===== config.mk =====
export PLATFORM = sky130hd
export DESIGN_NAME = delay_setting_host_flat
export DESIGN_NICKNAME = d
export VERILOG_FILES = /design/src/common/delay_link_pkg.sv /design/src/common/delay_link_if.sv /design/src/design/bit_sync.sv /design/src/design/delay_setting_host.sv /design/src/flat_wrapper.sv
export SDC_FILE = /design/constraint.sdc
export NUM_CORES = 1
export LEC_CHECK = 0
export BUFFER_PORTS_ARGS = -buffer_cell sky130_fd_sc_hd__buf_2
export CAP_MARGIN = 10
export CORE_UTILIZATION = 63
export DETAILED_ROUTE_END_ITERATION = 7
export PLACE_DENSITY_LB_ADDON = 0.25
export SLEW_MARGIN = 20
export SYNTH_ARGS = -nofsm -noshare
export SYNTH_HDL_FRONTEND = slang
export SYNTH_SLANG_ARGS = --single-unit

===== constraint.sdc =====
create_clock -name clk -period 2.6 [get_ports clk]
set_input_delay 0.52 -clock clk [delete_from_list [all_inputs] [get_ports clk]]
set_output_delay 0.52 -clock clk [all_outputs]
set_load 0.03 [all_outputs]

===== src/common/delay_link_pkg.sv =====
// Constants shared by both ends of the delay-setting link.
// Assumes a 25 MHz host clock and a link clock made by the host's divider.
package delay_link_pkg;
    // ==========================================================
    // Setting and chain
    localparam int SETTING_W = 8;
    localparam int SETTING_STEPS = 256;
    localparam int CHAIN_LEN = 1;
    localparam int CHAIN_BITS = SETTING_W * CHAIN_LEN;
    localparam int BITCNT_W = 5;
    // ==========================================================
    // Timing
    localparam int CLK_MHZ = 25;
    localparam int CLK_PERIOD_NS = 40;
    localparam int SCLK_HALF = 4;
    localparam int SCLK_PERIOD_NS = 2 * SCLK_HALF * CLK_PERIOD_NS;
    localparam int LATCH_SETTLE_NS = 100;
    localparam int INPUT_SETTLE_NS = 100;
    localparam int LATCH_SETTLE_CYC = (LATCH_SETTLE_NS * CLK_MHZ + 999) / 1000;
    localparam int INPUT_SETTLE_CYC = (INPUT_SETTLE_NS * CLK_MHZ + 999) / 1000;
    localparam int DEV_SETTLE_CYC =
        (LATCH_SETTLE_NS + SCLK_PERIOD_NS - 1) / SCLK_PERIOD_NS;
    localparam int SETTLE_W = 8;
    localparam int PHASE_W = 3;
    // ==========================================================
    // Host register map
    localparam logic [3:0] REG_CTRL = 4'h0;
    localparam logic [3:0] REG_PAR = 4'h1;
    localparam logic [3:0] REG_TX = 4'h2;
    localparam logic [3:0] REG_CMD = 4'h3;
    localparam logic [3:0] REG_STATUS = 4'h4;
    localparam logic [3:0] REG_RX = 4'h5;
    localparam int CTRL_SERIAL = 0;
    localparam int CTRL_FUNC = 1;
    localparam int CTRL_LATCH = 2;
    localparam int CTRL_W = 3;
    localparam int CMD_WRITE = 0;
    localparam int CMD_READ = 1;
    localparam int ST_BUSY = 0;
    localparam int ST_SERIAL = 1;
    localparam logic [CTRL_W-1:0] CTRL_RESET = 3'h0;
    localparam logic [7:0] SETTING_RESET = 8'h00;
endpackage


===== src/common/delay_link_if.sv =====
// Pins between the host controller and the delay-setting device.
// Host-driven wires change only around the falling edge of sclk; sdo moves on the rise.
`timescale 1ns/1ps
`default_nettype none
interface delay_link_if;
    import delay_link_pkg::*;
    logic sclk;
    logic latch_enable_in;
    logic serial_select;
    logic function_select;
    logic sdi;
    logic sdo;
    logic [SETTING_W-1:0] parallel_setting_inputs;

    modport device (
        input sclk,
        input latch_enable_in,
        input serial_select,
        input function_select,
        input sdi,
        input parallel_setting_inputs,
        output sdo
    );
    modport host (
        output sclk,
        output latch_enable_in,
        output serial_select,
        output function_select,
        output sdi,
        output parallel_setting_inputs,
        input sdo
    );
endinterface
`default_nettype wire


===== src/design/bit_sync.sv =====
// Two-flop synchroniser for one level.
// Assumes the input is a level from another clock domain.
`timescale 1ns/1ps
`default_nettype none
module bit_sync (
    // Clock and reset
    input wire logic clk,
    input wire logic rst_b,
    // Level
    input wire logic d,
    output logic q
);
    logic stage1;

    always_ff @(posedge clk or negedge rst_b) begin
        if (!rst_b) begin
            stage1 <= 1'b0;
            q <= 1'b0;
        end else begin
            stage1 <= d;
            q <= stage1;
        end
    end
endmodule
`default_nettype wire


===== src/design/delay_setting_host.sv =====
// Host end: drives the delay-setting link from a small register port.
// Assumes software on clk; the link is paced by a divided clock made here.
//
// Chosen here: the register offsets and the strobed register port.
`timescale 1ns/1ps
`default_nettype none
module delay_setting_host
    import delay_link_pkg::*;
(
    // Clock and reset
    input wire logic clk,
    input wire logic rst_b,
    // Register port
    input wire logic [3:0] addr,
    input wire logic [7:0] wdata,
    input wire logic wr,
    input wire logic rd,
    output logic [7:0] rdata,
    // Status
    output logic busy,
    // Link
    delay_link_if.host link
);
    typedef enum {S_IDLE, S_SHIFT, S_SETTLE} host_state_t;
    host_state_t state;
    logic [CTRL_W-1:0] ctrl;
    logic [SETTING_W-1:0] par_data;
    logic [CHAIN_BITS-1:0] tx_data;
    logic [CHAIN_BITS-1:0] tx_shift;
    logic [CHAIN_BITS-1:0] rx_data;
    logic write_req;
    logic read_req;
    logic read_back;
    logic [BITCNT_W-1:0] bit_cnt;
    logic [SETTLE_W-1:0] settle_cnt;
    logic [PHASE_W-1:0] phase;
    logic sclk_q;
    logic fall_tick;
    logic sdo_s;
    logic le_q;
    logic sel_q;
    logic func_q;
    logic sdi_q;
    logic [SETTING_W-1:0] par_q;
    logic cmd_wr;
    logic start;

    // ==========================================================
    // Link clock divider
    always_ff @(posedge clk or negedge rst_b) begin
        if (!rst_b) begin
            phase <= '0;
            sclk_q <= 1'b0;
        end else if (phase == PHASE_W'(SCLK_HALF - 1)) begin
            phase <= '0;
            sclk_q <= ~sclk_q;
        end else begin
            phase <= phase + PHASE_W'(1);
        end
    end

    // Link pins only move as sclk falls, far from the device's edge
    assign fall_tick = sclk_q && (phase == PHASE_W'(SCLK_HALF - 1));

    bit_sync u_sdo_sync (
        .clk(clk),
        .rst_b(rst_b),
        .d(link.sdo),
        .q(sdo_s)
    );

    // ==========================================================
    // Register port
    assign cmd_wr = wr && (addr == REG_CMD);
    assign start = fall_tick && (state == S_IDLE) && sel_q &&
                   (write_req || read_req);

    always_ff @(posedge clk or negedge rst_b) begin
        if (!rst_b) begin
            ctrl <= CTRL_RESET;
            par_data <= SETTING_RESET;
            tx_data <= '0;
        end else if (wr) begin
            case (addr)
                REG_CTRL: ctrl <= wdata[CTRL_W-1:0];
                REG_PAR: par_data <= wdata[SETTING_W-1:0];
                REG_TX: tx_data <= wdata[CHAIN_BITS-1:0];
                default: ctrl <= ctrl;
            endcase
        end
    end

    // A new command in the start cycle is kept: set wins over clear
    always_ff @(posedge clk or negedge rst_b) begin
        if (!rst_b) begin
            write_req <= 1'b0;
            read_req <= 1'b0;
        end else if (cmd_wr) begin
            write_req <= write_req | wdata[CMD_WRITE];
            read_req <= read_req | wdata[CMD_READ];
        end else if (start) begin
            write_req <= 1'b0;
            read_req <= 1'b0;
        end
    end

    always_ff @(posedge clk or negedge rst_b) begin
        if (!rst_b) begin
            rdata <= 8'h00;
        end else if (rd) begin
            case (addr)
                REG_CTRL: rdata <= 8'(ctrl);
                REG_PAR: rdata <= par_data;
                REG_TX: rdata <= tx_data;
                REG_STATUS: rdata <= 8'(sel_q) << ST_SERIAL |
                                     8'(busy) << ST_BUSY;
                REG_RX: rdata <= rx_data;
                default: rdata <= 8'h00;
            endcase
        end else begin
            rdata <= 8'h00;
        end
    end

    // ==========================================================
    // Transfer sequencer
    always_ff @(posedge clk or negedge rst_b) begin
        if (!rst_b) begin
            state <= S_IDLE;
            bit_cnt <= '0;
            settle_cnt <= '0;
            tx_shift <= '0;
            rx_data <= '0;
            read_back <= 1'b0;
            le_q <= 1'b0;
            sel_q <= 1'b0;
            func_q <= 1'b0;
            sdi_q <= 1'b0;
            par_q <= SETTING_RESET;
        end else begin
            case (state)
                S_IDLE: begin
                    if (start) begin
                        state <= S_SHIFT;
                        bit_cnt <= '0;
                        tx_shift <= tx_data;
                        read_back <= read_req && !write_req;
                    end else if (fall_tick) begin
                        sel_q <= ctrl[CTRL_SERIAL];
                        func_q <= ctrl[CTRL_FUNC];
                        le_q <= ~ctrl[CTRL_SERIAL] &
                                ctrl[CTRL_LATCH];
                        par_q <= par_data;
                        if (!ctrl[CTRL_SERIAL] && ctrl[CTRL_LATCH] &&
                            par_data != par_q) begin
                            state <= S_SETTLE;
                            settle_cnt <= SETTLE_W'(INPUT_SETTLE_CYC);
                        end
                    end
                end
                S_SHIFT: begin
                    if (fall_tick) begin
                        if (bit_cnt != BITCNT_W'(CHAIN_BITS)) begin
                            le_q <= 1'b1;
                            // Read-back returns each output bit
                            sdi_q <= read_back ? sdo_s :
                                     tx_shift[CHAIN_BITS-1];
                            tx_shift <= tx_shift << 1;
                            rx_data <= {rx_data[CHAIN_BITS-2:0], sdo_s};
                            bit_cnt <= bit_cnt + BITCNT_W'(1);
                        end else begin
                            le_q <= 1'b0;
                            state <= S_SETTLE;
                            settle_cnt <= SETTLE_W'(LATCH_SETTLE_CYC);
                        end
                    end
                end
                S_SETTLE: begin
                    // One extra sclk after the fall lets the device apply
                    if (settle_cnt != '0) begin
                        settle_cnt <= settle_cnt - SETTLE_W'(1);
                    end else if (fall_tick) begin
                        state <= S_IDLE;
                    end
                end
                default: state <= S_IDLE;
            endcase
        end
    end

    always_ff @(posedge clk or negedge rst_b) begin
        if (!rst_b) begin
            busy <= 1'b0;
        end else begin
            busy <= (state != S_IDLE) || start || write_req || read_req;
        end
    end

    assign link.sclk = sclk_q;
    assign link.latch_enable_in = le_q;
    assign link.serial_select = sel_q;
    assign link.function_select = func_q;
    assign link.sdi = sdi_q;
    assign link.parallel_setting_inputs = par_q;
endmodule
`default_nettype wire


===== src/flat_wrapper.sv =====
// flat-port wrapper written by rule: the top's interface ports become plain ports
module delay_setting_host_flat import delay_link_pkg::*;
  (clk, rst_b, addr, wdata, wr, rd, rdata, busy, link_sclk, link_latch_enable_in, link_serial_select, link_function_select, link_sdi, link_parallel_setting_inputs, link_sdo);
  delay_link_if link_i ();
  input wire logic clk;
  input wire logic rst_b;
  input wire logic [3:0] addr;
  input wire logic [7:0] wdata;
  input wire logic wr;
  input wire logic rd;
  output logic [7:0] rdata;
  output logic busy;
  output wire logic [$bits(link_i.sclk)-1:0] link_sclk;
  output wire logic [$bits(link_i.latch_enable_in)-1:0] link_latch_enable_in;
  output wire logic [$bits(link_i.serial_select)-1:0] link_serial_select;
  output wire logic [$bits(link_i.function_select)-1:0] link_function_select;
  output wire logic [$bits(link_i.sdi)-1:0] link_sdi;
  output wire logic [$bits(link_i.parallel_setting_inputs)-1:0] link_parallel_setting_inputs;
  input wire logic [$bits(link_i.sdo)-1:0] link_sdo;
  assign link_sclk = link_i.sclk;
  assign link_latch_enable_in = link_i.latch_enable_in;
  assign link_serial_select = link_i.serial_select;
  assign link_function_select = link_i.function_select;
  assign link_sdi = link_i.sdi;
  assign link_parallel_setting_inputs = link_i.parallel_setting_inputs;
  assign link_i.sdo = link_sdo;
  delay_setting_host u_core (.clk(clk), .rst_b(rst_b), .addr(addr), .wdata(wdata), .wr(wr), .rd(rd), .rdata(rdata), .busy(busy), .link(link_i));
endmodule

==> metrics, run 1 <==
sequential share of the synthesized area 54.05%; most used routing layer in global routing met1; maximum VDD drop 793.5 uV; placer congestion estimate 0.8410; count of unique library cells instantiated by Yosys 47; post-route clock skew 0.01488 ns; Die Footprint 6189 sq um; buffers added on ports 38; Crit path largest cell delay 0.38 ns; total setup buffers inserted after CTS 0; max_slew headroom 54.15%; number of ports placed on the die boundary 39; origin of the critical flop-to-flop path u_core.bit_cnt[0]; arrival time at the worst endpoint 2.27 ns; Worst Path Buf+Inv 1; pin count of the biggest net entering global routing 49; leading register cell type out of synthesis dfrtp_1; floorplan die height 78.67 microns; fraction of layout cells with a size suffix above 1 29.30%; Initial DRT Pass Iterations 4; area fraction of the dominant cell type after synthesis 54.05%; design area 4222 sq um; total routing usage reported by global routing 27.47%; adder-cell area share of the yosys netlist 1.689%; antenna-violating nets left 0; Final Hold Violating Endpoints 0; total inserted antenna cells 0; initial detailed-routing violation count 240; number of flops mapped to enable cells by yosys 0; Mapped Nets 328; proportion of synthesized area in mux cells 16.28%; PD cells 981.6 nW/um^2; cell with the most instances after synthesis dfrtp_1; met3 global-route usage 5.465%; DP Wirelength 5324 microns; vias in the first global route 2535; number of synthesized register bits 80; met1 Track Usage GR 41.77%; fraction of power spent switching nets 34.29%; Static Leak 1.985 nW; total wirelength of the detailed-routed design 7509 microns; ratio of final minimum period to clock period 78.03%; Mapped Avg Cell Area 12.10 sq um; Worst Max-Slew Pin Slew 0.6866 ns; number of warnings printed during yosys synthesis 0; final number of max-transition violations 0; floorplan die width 78.67 microns; startpoint type of the worst setup path flip-flop; combinational family with the most area after synthesis multiplexers; kind of end point of the critical path flip-flop; slowest stage cell, crit path mux2_2; dpl cell area 3986 sq um; clock latency on the worst-skew pair 0.36 ns; number of antenna violations at the first check in global routing 0; number of clock sinks 80; Tmin final 2.029 ns; post-synthesis compound-gate area fraction 9.797%; Clock H-tree levels 3; fin nets 372; largest area contributor in the netlist dfrtp_1; worst min path class input pin to asynchronous set/reset pin; PostCTS Resize Cnt 0; asr flop ratio synth 100.0%; area added between synthesis and finish 13.99%; clock tree root driver cell clkbuf_8; vias per cell 6.115; number of cell rows 27; TritonCTS clock tree yes; cell types occupying the most area after synthesis dfrtp_1, mux2_2, mux2i_1, xor2_1, nor2_1; relative contribution of the clock network to total power 26.1%; Hold-fix buffers, CTS 0; highest net fanout along the worst path 17; Net Switching 0.001421 W; xor and xnor area share after synthesis 3.311%; unrepaired setup endpoints after global routing false; global-route wire length before repair 12690 microns; Commonest cells post-synth dfrtp_1, mux2_2, nor2_1, nand2_1, a21oi_1; Setup Viol. Count Final 0; cell-by-cell trace of the critical path inv_1 > ha_1 > and4bb_1 > mux2i_1 > nand2_1 > mux2_2; internal portion of total power 0.002723 W; post-synth design cell area 3704 sq um; worst setup path category flip-flop to flip-flop; required time of the critical path 2.84 ns; buffer depth of the longest clock path 2; gr ovfl total 0; Synth Instances 306; max cap viols 0; count of vias placed by the detailed router 2611; cell type group with the largest total delay on the critical path multiplexers; worst setup path startpoint u_core.bit_cnt[0]; per-cell routed wire length 17.59 microns; floorplan core area 5574 sq um; GR Util met2 38.78%; Seq pwr share 45.4%; maximum clock rate 0.4929 GHz; fraction of power consumed by combinational cells 28.5%; clock edge transition at the registers on the reported setup and hold paths 0.08 ns; # DRC 0; aggregate negative setup slack 0 ns; simple-gate share of the synthesized area 12.80%; initial standard-cell utilization of the core 66.44%; TritonCTS buffer count 9; outcome finished, final reports clean
-- path summary, 6_finish.rpt --
check                      slack (ns)  cells after the start                  endpoint
min in group clk                 0.28                      1  u_core.u_sdo_sync.stage1
min                              0.17                      1      u_core.settle_cnt[6]
max reg2reg                      0.57                      6         u_core.bit_cnt[0]
min reg2reg                      0.35                      0       u_core.u_sdo_sync.q
max in group asynchronous        1.84                      2        u_core.par_data[0]
max                              0.57                      6         u_core.bit_cnt[0]
-- registers in the layout (all words and copies together), names as in the netlist, 3 cells and up --
register                             flops
u_core.bit_cnt                           5
u_core.ctrl                              3
u_core.link.parallel_setting_inputs      8
u_core.rdata                             8
u_core.phase                             3
u_core.par_data                          8
u_core.tx_data                           8
u_core.settle_cnt                        8
u_core.rx_data                           8
u_core.tx_shift                          8
-- logic make-up after synthesis --
| kind of cell | count (synthesis) |
|---|---|
| buffers and inverters | 17 |
| AND/OR/NAND/NOR | 84 |
| adder cells (fa/ha/maj) | 5 |
| AO/OA/AOI/OAI | 53 |
| multiplexers | 53 |
| flip-flops | 80 |
| XOR/XNOR | 14 |
-- power by group through the flow --
| stage | Combinational, W | Clock (W) | Sequential [W] |
|---|---|---|---|
| 6_report | 0.00118 | 0.00108 | 0.00188 |
| 5_1_grt | 0.00130 | 0.00113 | 0.00193 |
| 4_1_cts | 0.00118 | 0.00109 | 0.00188 |
| 3_5_place_dp | 0.00117 | 0 | 0.00190 |
| 3_3_place_gp | 0.00115 | 0 | 0.00188 |
| 2_1_floorplan | 0.000745 | 0 | 0.00198 |
-- cell usage in the layout, fill, tap and decap left out, types with 3 or more instances in the layout --
cell / count
dfrtp_1: 80
mux2_2: 38
buf_2: 37
nor2_1: 27
nand2_1: 19
a21oi_1: 15
mux2i_1: 13
xor2_1: 13
clkbuf_8: 9
inv_1: 7
o21ai_0: 7
a22o_1: 7
ha_1: 5
buf_4: 5
a32oi_1: 4
a31oi_1: 4
nor2b_1: 4
o21ai_1: 4
nand3b_1: 3
nor3b_1: 3
nand2b_1: 3
nand3_1: 3
nor4_1: 3
bufinv_16: 3
-- worst reg2reg max path, cell delays in order (launching register included) --
cell	delay (ns)
dfrtp_1	0.36
inv_1	0.08
ha_1	0.22
and4bb_1	0.24
mux2i_1	0.27
nand2_1	0.36
mux2_2	0.39
-- per-layer routing --
layer | wire length (microns) | vias to the layer above
met5 | 0 | -
met4 | 95 | 0
met3 | 491 | 10
met2 | 3373 | 83
met1 | 3549 | 1323
li1 | - | 1195
-- layout make-up --
cell class	instances	area, sq um
multi-input cells	209	1625
inverters	7	26.28
well taps	72	90.09
fillers	363	1353
flip-flops and latches	80	2002
clock inverters	6	107.6
repair buffers	43	242.7
clock buffers	10	127.6
-- through the flow --
stage	total power [W]	cells	setup slack, ns	hold WS [ns]	util, %
after CTS	0.004150	427	0.5910	0.1854	75.74
after floorplan	0.002726	306	0.8543	0.2244	-
after global routing	0.004360	427	0.4232	0.2228	75.74
final	0.004144	427	0.5712	0.1732	75.74
after detailed placement	0.003071	411	0.6093	0.3405	71.52
after global placement	0.003034	411	0.5972	0.3336	71.52
No activity file was read; power rests on OpenSTA's default activity.
==> run 2, diff against run 1 <==
ABC_AREA = 1   (was not set)
CORE_UTILIZATION = 53   (was 63)
clock period = 1.7 ns   (was 2.6 ns; I/O delays follow)
==> run 2 against run 1 <==
Worst hold slack got worse by 0.087 ns. Global-route usage fell by 3.5 points. Critical endpoint unchanged. Clock skew fell by 0.0019 ns. Largest power group unchanged. Non-clock buffer count rose by 14.
==> metrics, run 2 <==
max_slew headroom 71.30% (was 54.15%); DP Wirelength 5958 microns (was 5324 microns); met1 Track Usage GR 32.56% (was 41.77%); buffer depth of the longest clock path 2 (unchanged); initial standard-cell utilization of the core 55.25% (was 66.44%); total wirelength of the detailed-routed design 8089 microns (was 7509 microns); placer congestion estimate 0.8817 (was 0.8410); number of cell rows 30 (was 27); largest area contributor in the netlist dfrtp_1 (unchanged); number of antenna violations at the first check in global routing 0 (unchanged); Worst Hold Path Cells 1; buffers added on ports 38 (unchanged); arrival time at the worst endpoint 1.89 ns (was 2.27 ns); Mapped Nets 491 (was 328); floorplan die width 86.62 microns (was 78.67 microns); asr flop ratio synth 100.0% (unchanged); fraction of power consumed by combinational cells 25.1% (was 28.5%); Seq pwr share 46.1% (was 45.4%); fraction of power spent switching nets 33.70% (was 34.29%); clock latency on the worst-skew pair 0.36 ns (about the same); clock tree root driver cell clkbuf_8 (unchanged); global-route wire length before repair 13740 microns (was 12690 microns); initial detailed-routing violation count 163 (was 240); origin of the critical flop-to-flop path u_core.phase[0] (was u_core.bit_cnt[0]); Synth Instances 469 (was 306); max cap viols 0 (unchanged); leading register cell type out of synthesis dfrtp_1 (unchanged); post-route total power 0.005513 W (was 0.004144 W); unrepaired setup endpoints after global routing true (was false); Tmin final 1.664 ns (was 2.029 ns); cell types occupying the most area after synthesis dfrtp_1, nand2_1, o21ai_0, inv_1, nor2_1 (was dfrtp_1, mux2_2, mux2i_1, xor2_1, nor2_1); slowest stage cell, crit path dfrtp_1 (was mux2_2); area fraction of the dominant cell type after synthesis 52.75% (was 54.05%); PD cells 1211 nW/um^2 (was 981.6 nW/um^2); post-route clock skew 0.01297 ns (was 0.01488 ns); Crit path largest cell delay 0.36 ns (was 0.38 ns); Clock H-tree levels 3 (unchanged); cell-by-cell trace of the critical path ha_2 > inv_2 > nor2_4 > nand2_4 > nor2_4 > nand2_2 > nand2_2 > nand2_2 > nor2_4 > clkbuf_16 > o21ai_0 (was inv_1 > ha_1 > and4bb_1 > mux2i_1 > nand2_1 > mux2_2); most frequent cells in the layout nand2_1, dfrtp_1, inv_1 (was dfrtp_1, mux2_2, buf_2); kind of end point of the critical path flip-flop (unchanged); reg2reg end u_core.bit_cnt[0] (unchanged); design area 4552 sq um (was 4222 sq um); Hold EP u_core.u_sdo_sync.stage1; # DRC 0 (unchanged); Initial DRT Pass Iterations 5 (was 4); ratio of final minimum period to clock period 97.85% (was 78.03%); count of unique library cells instantiated by Yosys 31 (was 47); Mapped Avg Cell Area 8.091 sq um (was 12.10 sq um); worst min path class input pin to flip-flop (was input pin to asynchronous set/reset pin); Setup Viol. Count Final 0 (unchanged); relative contribution of the clock network to total power 28.8% (was 26.1%); most used routing layer in global routing met2 (was met1); vias per cell 4.898 (was 6.115); fin nets 551 (was 372); dpl cell area 4207 sq um (was 3986 sq um); outcome finished, final reports clean (unchanged); fraction of layout cells with a size suffix above 1 17.98% (was 29.30%); clock edge transition at the registers on the reported setup and hold paths 0.08 ns (about the same); Register-to-Register Path Depth 11 (was 6); antenna-violating nets left 0 (unchanged); cell with the most instances after synthesis nand2_1 (was dfrtp_1); count of vias placed by the detailed router 3086 (was 2611); TritonCTS clock tree yes (unchanged); floorplan core area 6869 sq um (was 5574 sq um); floorplan die height 86.62 microns (was 78.67 microns); Commonest cells post-synth nand2_1, dfrtp_1, inv_1, o21ai_0, nor2_1 (was dfrtp_1, mux2_2, nor2_1, nand2_1, a21oi_1); internal portion of total power 0.003655 W (was 0.002723 W); required time of the critical path 1.92 ns (was 2.84 ns); startpoint type of the worst setup path flip-flop (unchanged); Die Footprint 7502 sq um (was 6189 sq um); per-cell routed wire length 12.84 microns (was 17.59 microns); Static Leak 2.359 nW (was 1.985 nW); GR Util met2 38.46% (was 38.78%); TritonCTS buffer count 9 (unchanged); total routing usage reported by global routing 24.01% (was 27.47%); leading cell type in the layout, fill and taps excluded nand2_1 (was dfrtp_1); worst setup slack after layout 0.03650 ns (was 0.5712 ns); total inserted antenna cells 0 (unchanged); met3 global-route usage 3.333% (was 5.465%); number of warnings printed during yosys synthesis 0 (unchanged); Net Switching 0.001858 W (was 0.001421 W); maximum VDD drop 726.0 uV (was 793.5 uV); highest net fanout along the worst path 5 (was 17); pin count of the biggest net entering global routing 34 (was 49); number of synthesized register bits 80 (unchanged); Final Hold Violating Endpoints 0 (unchanged); sequential share of the synthesized area 52.75% (was 54.05%); beginning of the worst hold path link_sdo; gr ovfl total 0 (unchanged); worst reg-to-reg setup slack 0.04 ns (was 0.57 ns); pre-CTS setup slack 0.0005179 ns (was 0.6093 ns); number of clock sinks 80 (unchanged); vias in the first global route 2983 (was 2535); Worst Max-Slew Pin Slew 0.4295 ns (was 0.6866 ns); Util after Layout 66.27% (was 75.74%); maximum clock rate 0.6011 GHz (was 0.4929 GHz); final number of max-transition violations 0 (unchanged); number of flops mapped to enable cells by yosys 0 (unchanged); post-synth design cell area 3795 sq um (was 3704 sq um); WHS 0.08643 ns (was 0.1732 ns); number of ports placed on the die boundary 39 (unchanged); area added between synthesis and finish 19.95% (was 13.99%); worst setup path category flip-flop to flip-flop (unchanged)
## run 2: cell families after synthesis
family	count (synthesis)	synth area share (%)
AO/OA/AOI/OAI	77	11.24
XOR/XNOR	11	2.539
adder cells (fa/ha/maj)	5	1.649
buffers and inverters	77	8.110
flip-flops	80	52.75
AND/OR/NAND/NOR	219	23.71
## run 2: power by group through the flow
stage / Sequential [W] / Clock [W] / Combinational [W]
final: 0.00254 / 0.00159 / 0.00138
after global routing: 0.00258 / 0.00167 / 0.00162
after CTS: 0.00253 / 0.00161 / 0.00135
after detailed placement: 0.00257 / 0 / 0.00134
after global placement: 0.00255 / 0 / 0.00130
after floorplan: 0.00263 / 0 / 0.000854
## run 2: stage by stage
stage          cells  setup TNS, ns
4_1_cts          625              0
3_5_place_dp     608              0
6_report         630              0
2_1_floorplan    469              0
5_1_grt          630        -0.5213
3_3_place_gp     608              0
## run 2: worst max-delay path, delay by kind of cell, from the launching register on
kind,cells,cell delay (ns)
buffers and inverters,2,0.22
DFF,1,0.36
AOI/OAI and AO/OA,1,0.09
adders and majority gates,1,0.19
and+or+nand+nor,7,0.66
## run 2: area by class of cell
| type | count | area (sq um) |
|---|---|---|
| multi-input cells | 312 | 1516 |
| clock inverters | 6 | 91.34 |
| repair buffers | 57 | 422.9 |
| fillers | 594 | 2317 |
| clock buffers | 10 | 137.6 |
| flip-flops and latches | 80 | 2002 |
| inverters | 69 | 261.5 |
| well taps | 96 | 120.1 |
## run 2: worst max path at each step
stage,from,end,slack (ns),depth (start not counted)
detailed placement,u_core.phase[0],u_core.settle_cnt[3],0.0005,10
finish,u_core.phase[0],u_core.bit_cnt[0],0.04,11
CTS,u_core.phase[0],u_core.settle_cnt[3],0.04,10
global placement,u_core.phase[0],u_core.settle_cnt[5],0.08,10
global route,u_core.phase[0],u_core.tx_shift[0],-0.05,11
floorplan,u_core.phase[0],u_core.settle_cnt[2],0.15,10
## run 2: timing repair
item / CTS / global route
hold endpoints to repair: 27 / 0
pin swaps: 0 / 1
endpoints found under the setup margin: 7 / 24
buffers inserted: 0 / 3
gates cloned: 0 / 2
resized for setup: 1 / 16
hold buffers: 1 / 0
## run 2: metal layers
metal | up-vias | routed length, microns | part of all wire (%)
met1 | 1427 | 3781 | 47
met2 | 68 | 3825 | 47
met3 | 17 | 259 | 3.2
li1 | 1574 | - | -
met4 | 0 | 222 | 2.7
met5 | - | 0 | 0
==> run 3, diff against run 2 <==
CORE_ASPECT_RATIO = 0.6   (was not set)
==> run 3 against run 2 <==
The flow now finishes with violations (DRC, setup timing). First-iteration DRC count rose by 85%. Clock power up 11%. Flip-flop and latch count unchanged. Critical path depth is the same. Largest cell class unchanged. Highest routed layer unchanged.
==> metrics, run 3 (synthesized netlist as in run 2, its figures left out) <==
antenna-violating nets left 0 (unchanged); startpoint type of the worst setup path flip-flop (unchanged); max cap viols 0 (unchanged); TritonCTS clock tree yes (unchanged); floorplan die width 111.2 microns (was 86.62 microns); number of cell rows 23 (was 30); violated checks DRC, setup timing; slowest stage cell, crit path dfrtp_1 (unchanged); Initial DRT Pass Iterations 8 (was 5); most frequent cells in the layout nand2_1, dfrtp_1, inv_1 (unchanged); unrepaired setup endpoints after global routing true (unchanged); clock edge transition at the registers on the reported setup and hold paths 0.06 ns (was 0.08 ns); ratio of final minimum period to clock period 102.9% (was 97.85%); maximum clock rate 0.5716 GHz (was 0.6011 GHz); number of clock sinks 80 (unchanged); beginning of the worst hold path link_sdo (unchanged); worst min path class input pin to flip-flop (unchanged); origin of the critical flop-to-flop path u_core.phase[0] (unchanged); fin nets 552 (was 551); Net Switching 0.001971 W (was 0.001858 W); WHS 0.1032 ns (was 0.08643 ns); highest net fanout along the worst path 7 (was 5); cell-by-cell trace of the critical path ha_2 > inv_2 > nor2_4 > nand2_4 > o21ai_4 > buf_6 > nor2_4 > nor2_4 > nand2_4 > nand2_2 > nand2_1 (was ha_2 > inv_2 > nor2_4 > nand2_4 > nor2_4 > nand2_2 > nand2_2 > nand2_2 > nor2_4 > clkbuf_16 > o21ai_0); DP Wirelength 6353 microns (was 5958 microns); relative contribution of the clock network to total power 30.6% (was 28.8%); internal portion of total power 0.003808 W (was 0.003655 W); initial detailed-routing violation count 301 (was 163); maximum VDD drop 710.5 uV (was 726.0 uV); number of inserted filler cells in the final layout 546 (was 594); final number of max-transition violations 0 (unchanged); Tmin final 1.749 ns (was 1.664 ns); cell type group with the largest total delay on the critical path simple AND/OR/NAND/NOR gates (unchanged); Setup Viol. Count Final 15 (was 0); number of antenna violations at the first check in global routing 0 (unchanged); gr ovfl total 0 (unchanged); total wirelength of the detailed-routed design 8883 microns (was 8089 microns); outcome finished, violations left (was finished, final reports clean); Static Leak 2.401 nW (was 2.359 nW); fraction of power spent switching nets 34.11% (was 33.70%); initial standard-cell utilization of the core 55.88% (was 55.25%); total routing usage reported by global routing 25.62% (was 24.01%); # DRC 6 (was 0); Worst Hold Path Cells 1 (unchanged); area added between synthesis and finish 21.73% (was 19.95%); post-route total power 0.005779 W (was 0.005513 W); floorplan core area 6792 sq um (was 6869 sq um); pin count of the biggest net entering global routing 48 (was 34); required time of the critical path 1.93 ns (was 1.92 ns); clock latency on the worst-skew pair 0.35 ns (was 0.36 ns); count of vias placed by the detailed router 3232 (was 3086); kind of end point of the critical path flip-flop (unchanged); fraction of layout cells with a size suffix above 1 19.25% (was 17.98%); worst reg-to-reg setup slack -0.05 ns (was 0.04 ns); Final Hold Violating Endpoints 0 (unchanged); leading cell type in the layout, fill and taps excluded nand2_1 (unchanged); post-route clock skew 0.005062 ns (was 0.01297 ns); Hold EP u_core.u_sdo_sync.stage1 (unchanged); Worst Path Buf+Inv 2 (unchanged); floorplan die height 67.55 microns (was 86.62 microns); placer congestion estimate 0.9241 (was 0.8817); Die Footprint 7514 sq um (was 7502 sq um); per-cell routed wire length 14.28 microns (was 12.84 microns); cell occurring most often along the worst timing path nor2_4; total inserted antenna cells 0 (unchanged); Seq pwr share 44.5% (was 46.1%); buffer depth of the longest clock path 2 (unchanged); Crit path largest cell delay 0.36 ns (about the same); buffers added on ports 38 (unchanged); number of ports placed on the die boundary 39 (unchanged); Clock H-tree levels 3 (unchanged); vias per cell 5.196 (was 4.898); reg2reg end u_core.settle_cnt[2] (was u_core.bit_cnt[0]); max_slew headroom 68.76% (was 71.30%); TritonCTS buffer count 9 (unchanged); global-route wire length before repair 14120 microns (was 13740 microns); worst setup path category flip-flop to flip-flop (unchanged); arrival time at the worst endpoint 1.98 ns (was 1.89 ns); worst setup slack after layout -0.04937 ns (was 0.03650 ns); Register-to-Register Path Depth 11 (unchanged); vias in the first global route 2868 (was 2983); Worst Max-Slew Pin Slew 0.4675 ns (was 0.4295 ns); fraction of power consumed by combinational cells 24.9% (was 25.1%); clock tree root driver cell clkbuf_16 (was clkbuf_8); PD cells 1251 nW/um^2 (was 1211 nW/um^2)
-- run 3: area by class of cell --
| type | instances | area [sq um] | share of cell area (%) |
|---|---|---|---|
| clock buffer | 10 | 239.0 | 5.173 |
| clock inverter | 6 | 35.03 | 0.7584 |
| multi-input combinational | 312 | 1541 | 33.37 |
| inverter | 69 | 259.0 | 5.607 |
| timing repair buffer | 58 | 434.2 | 9.399 |
| sequential | 80 | 2002 | 43.34 |
| tap | 87 | 108.9 | 2.356 |
-- run 3: routing by layer --
layer	global-route usage [%]	vias to the layer above	part of all wire, %
met5	0	-	0
met4	9.459	0	1.4
met3	8.528	13	7.1
met2	35.16	110	40
met1	37.49	1519	51
li1	-	1590	-
-- run 3: worst max-delay path by stage --
stage / start / to / slack (ns) / cells after the start
floorplan: u_core.phase[0] / u_core.settle_cnt[2] / 0.15 / 10
global placement: u_core.phase[0] / u_core.settle_cnt[5] / 0.06 / 10
detailed placement: u_core.phase[0] / u_core.settle_cnt[2] / -0.06 / 10
CTS: u_core.phase[0] / u_core.tx_shift[4] / -0.01 / 12
global route: u_core.phase[0] / u_core.settle_cnt[2] / -0.13 / 11
finish: u_core.phase[0] / u_core.settle_cnt[2] / -0.05 / 11
-- run 3: per-stage QoR --
| step | setup WS [ns] | setup TNS, ns | instances | util (%) | area, sq um |
|---|---|---|---|---|---|
| 6_report | -0.04937 | -0.3837 | 622 | 68.02 | 4619 |
| 5_1_grt | -0.1270 | -2.453 | 622 | 68.02 | 4619 |
| 4_1_cts | -0.009852 | -0.009852 | 615 | 65.99 | 4482 |
| 3_5_place_dp | -0.06094 | -0.4400 | 597 | 61.55 | 4180 |
| 3_3_place_gp | 0.05839 | 0 | 597 | 61.55 | 4180 |
| 2_1_floorplan | 0.1485 | 0 | 469 | - | 3795 |
-- run 3: power by group through the flow --
stage | registers, W | logic, W | clock network (W)
2_1_floorplan | 0.00263 | 0.000854 | 0
3_3_place_gp | 0.00257 | 0.00130 | 0
3_5_place_dp | 0.00257 | 0.00135 | 0
4_1_cts | 0.00255 | 0.00136 | 0.00180
5_1_grt | 0.00261 | 0.00164 | 0.00189
6_report | 0.00257 | 0.00144 | 0.00177
-- run 3: worst register-to-register path, stage by stage, from the launching register on --
cell	delay [ns]
dfrtp_1	0.36
ha_2	0.19
inv_2	0.04
nor2_4	0.14
nand2_4	0.10
o21ai_4	0.21
buf_6	0.13
nor2_4	0.04
nor2_4	0.17
nand2_4	0.12
nand2_2	0.07
nand2_1	0.05
-- run 3: timing repair --
action / CTS / global route
setup endpoints to repair: 17 / 34
pin swaps: 0 / 5
cloned: 0 / 2
hold endpoints to repair: 13 / 0
hold buffers: 1 / 0
resized for setup: 3 / 23
buffers inserted: 1 / 5
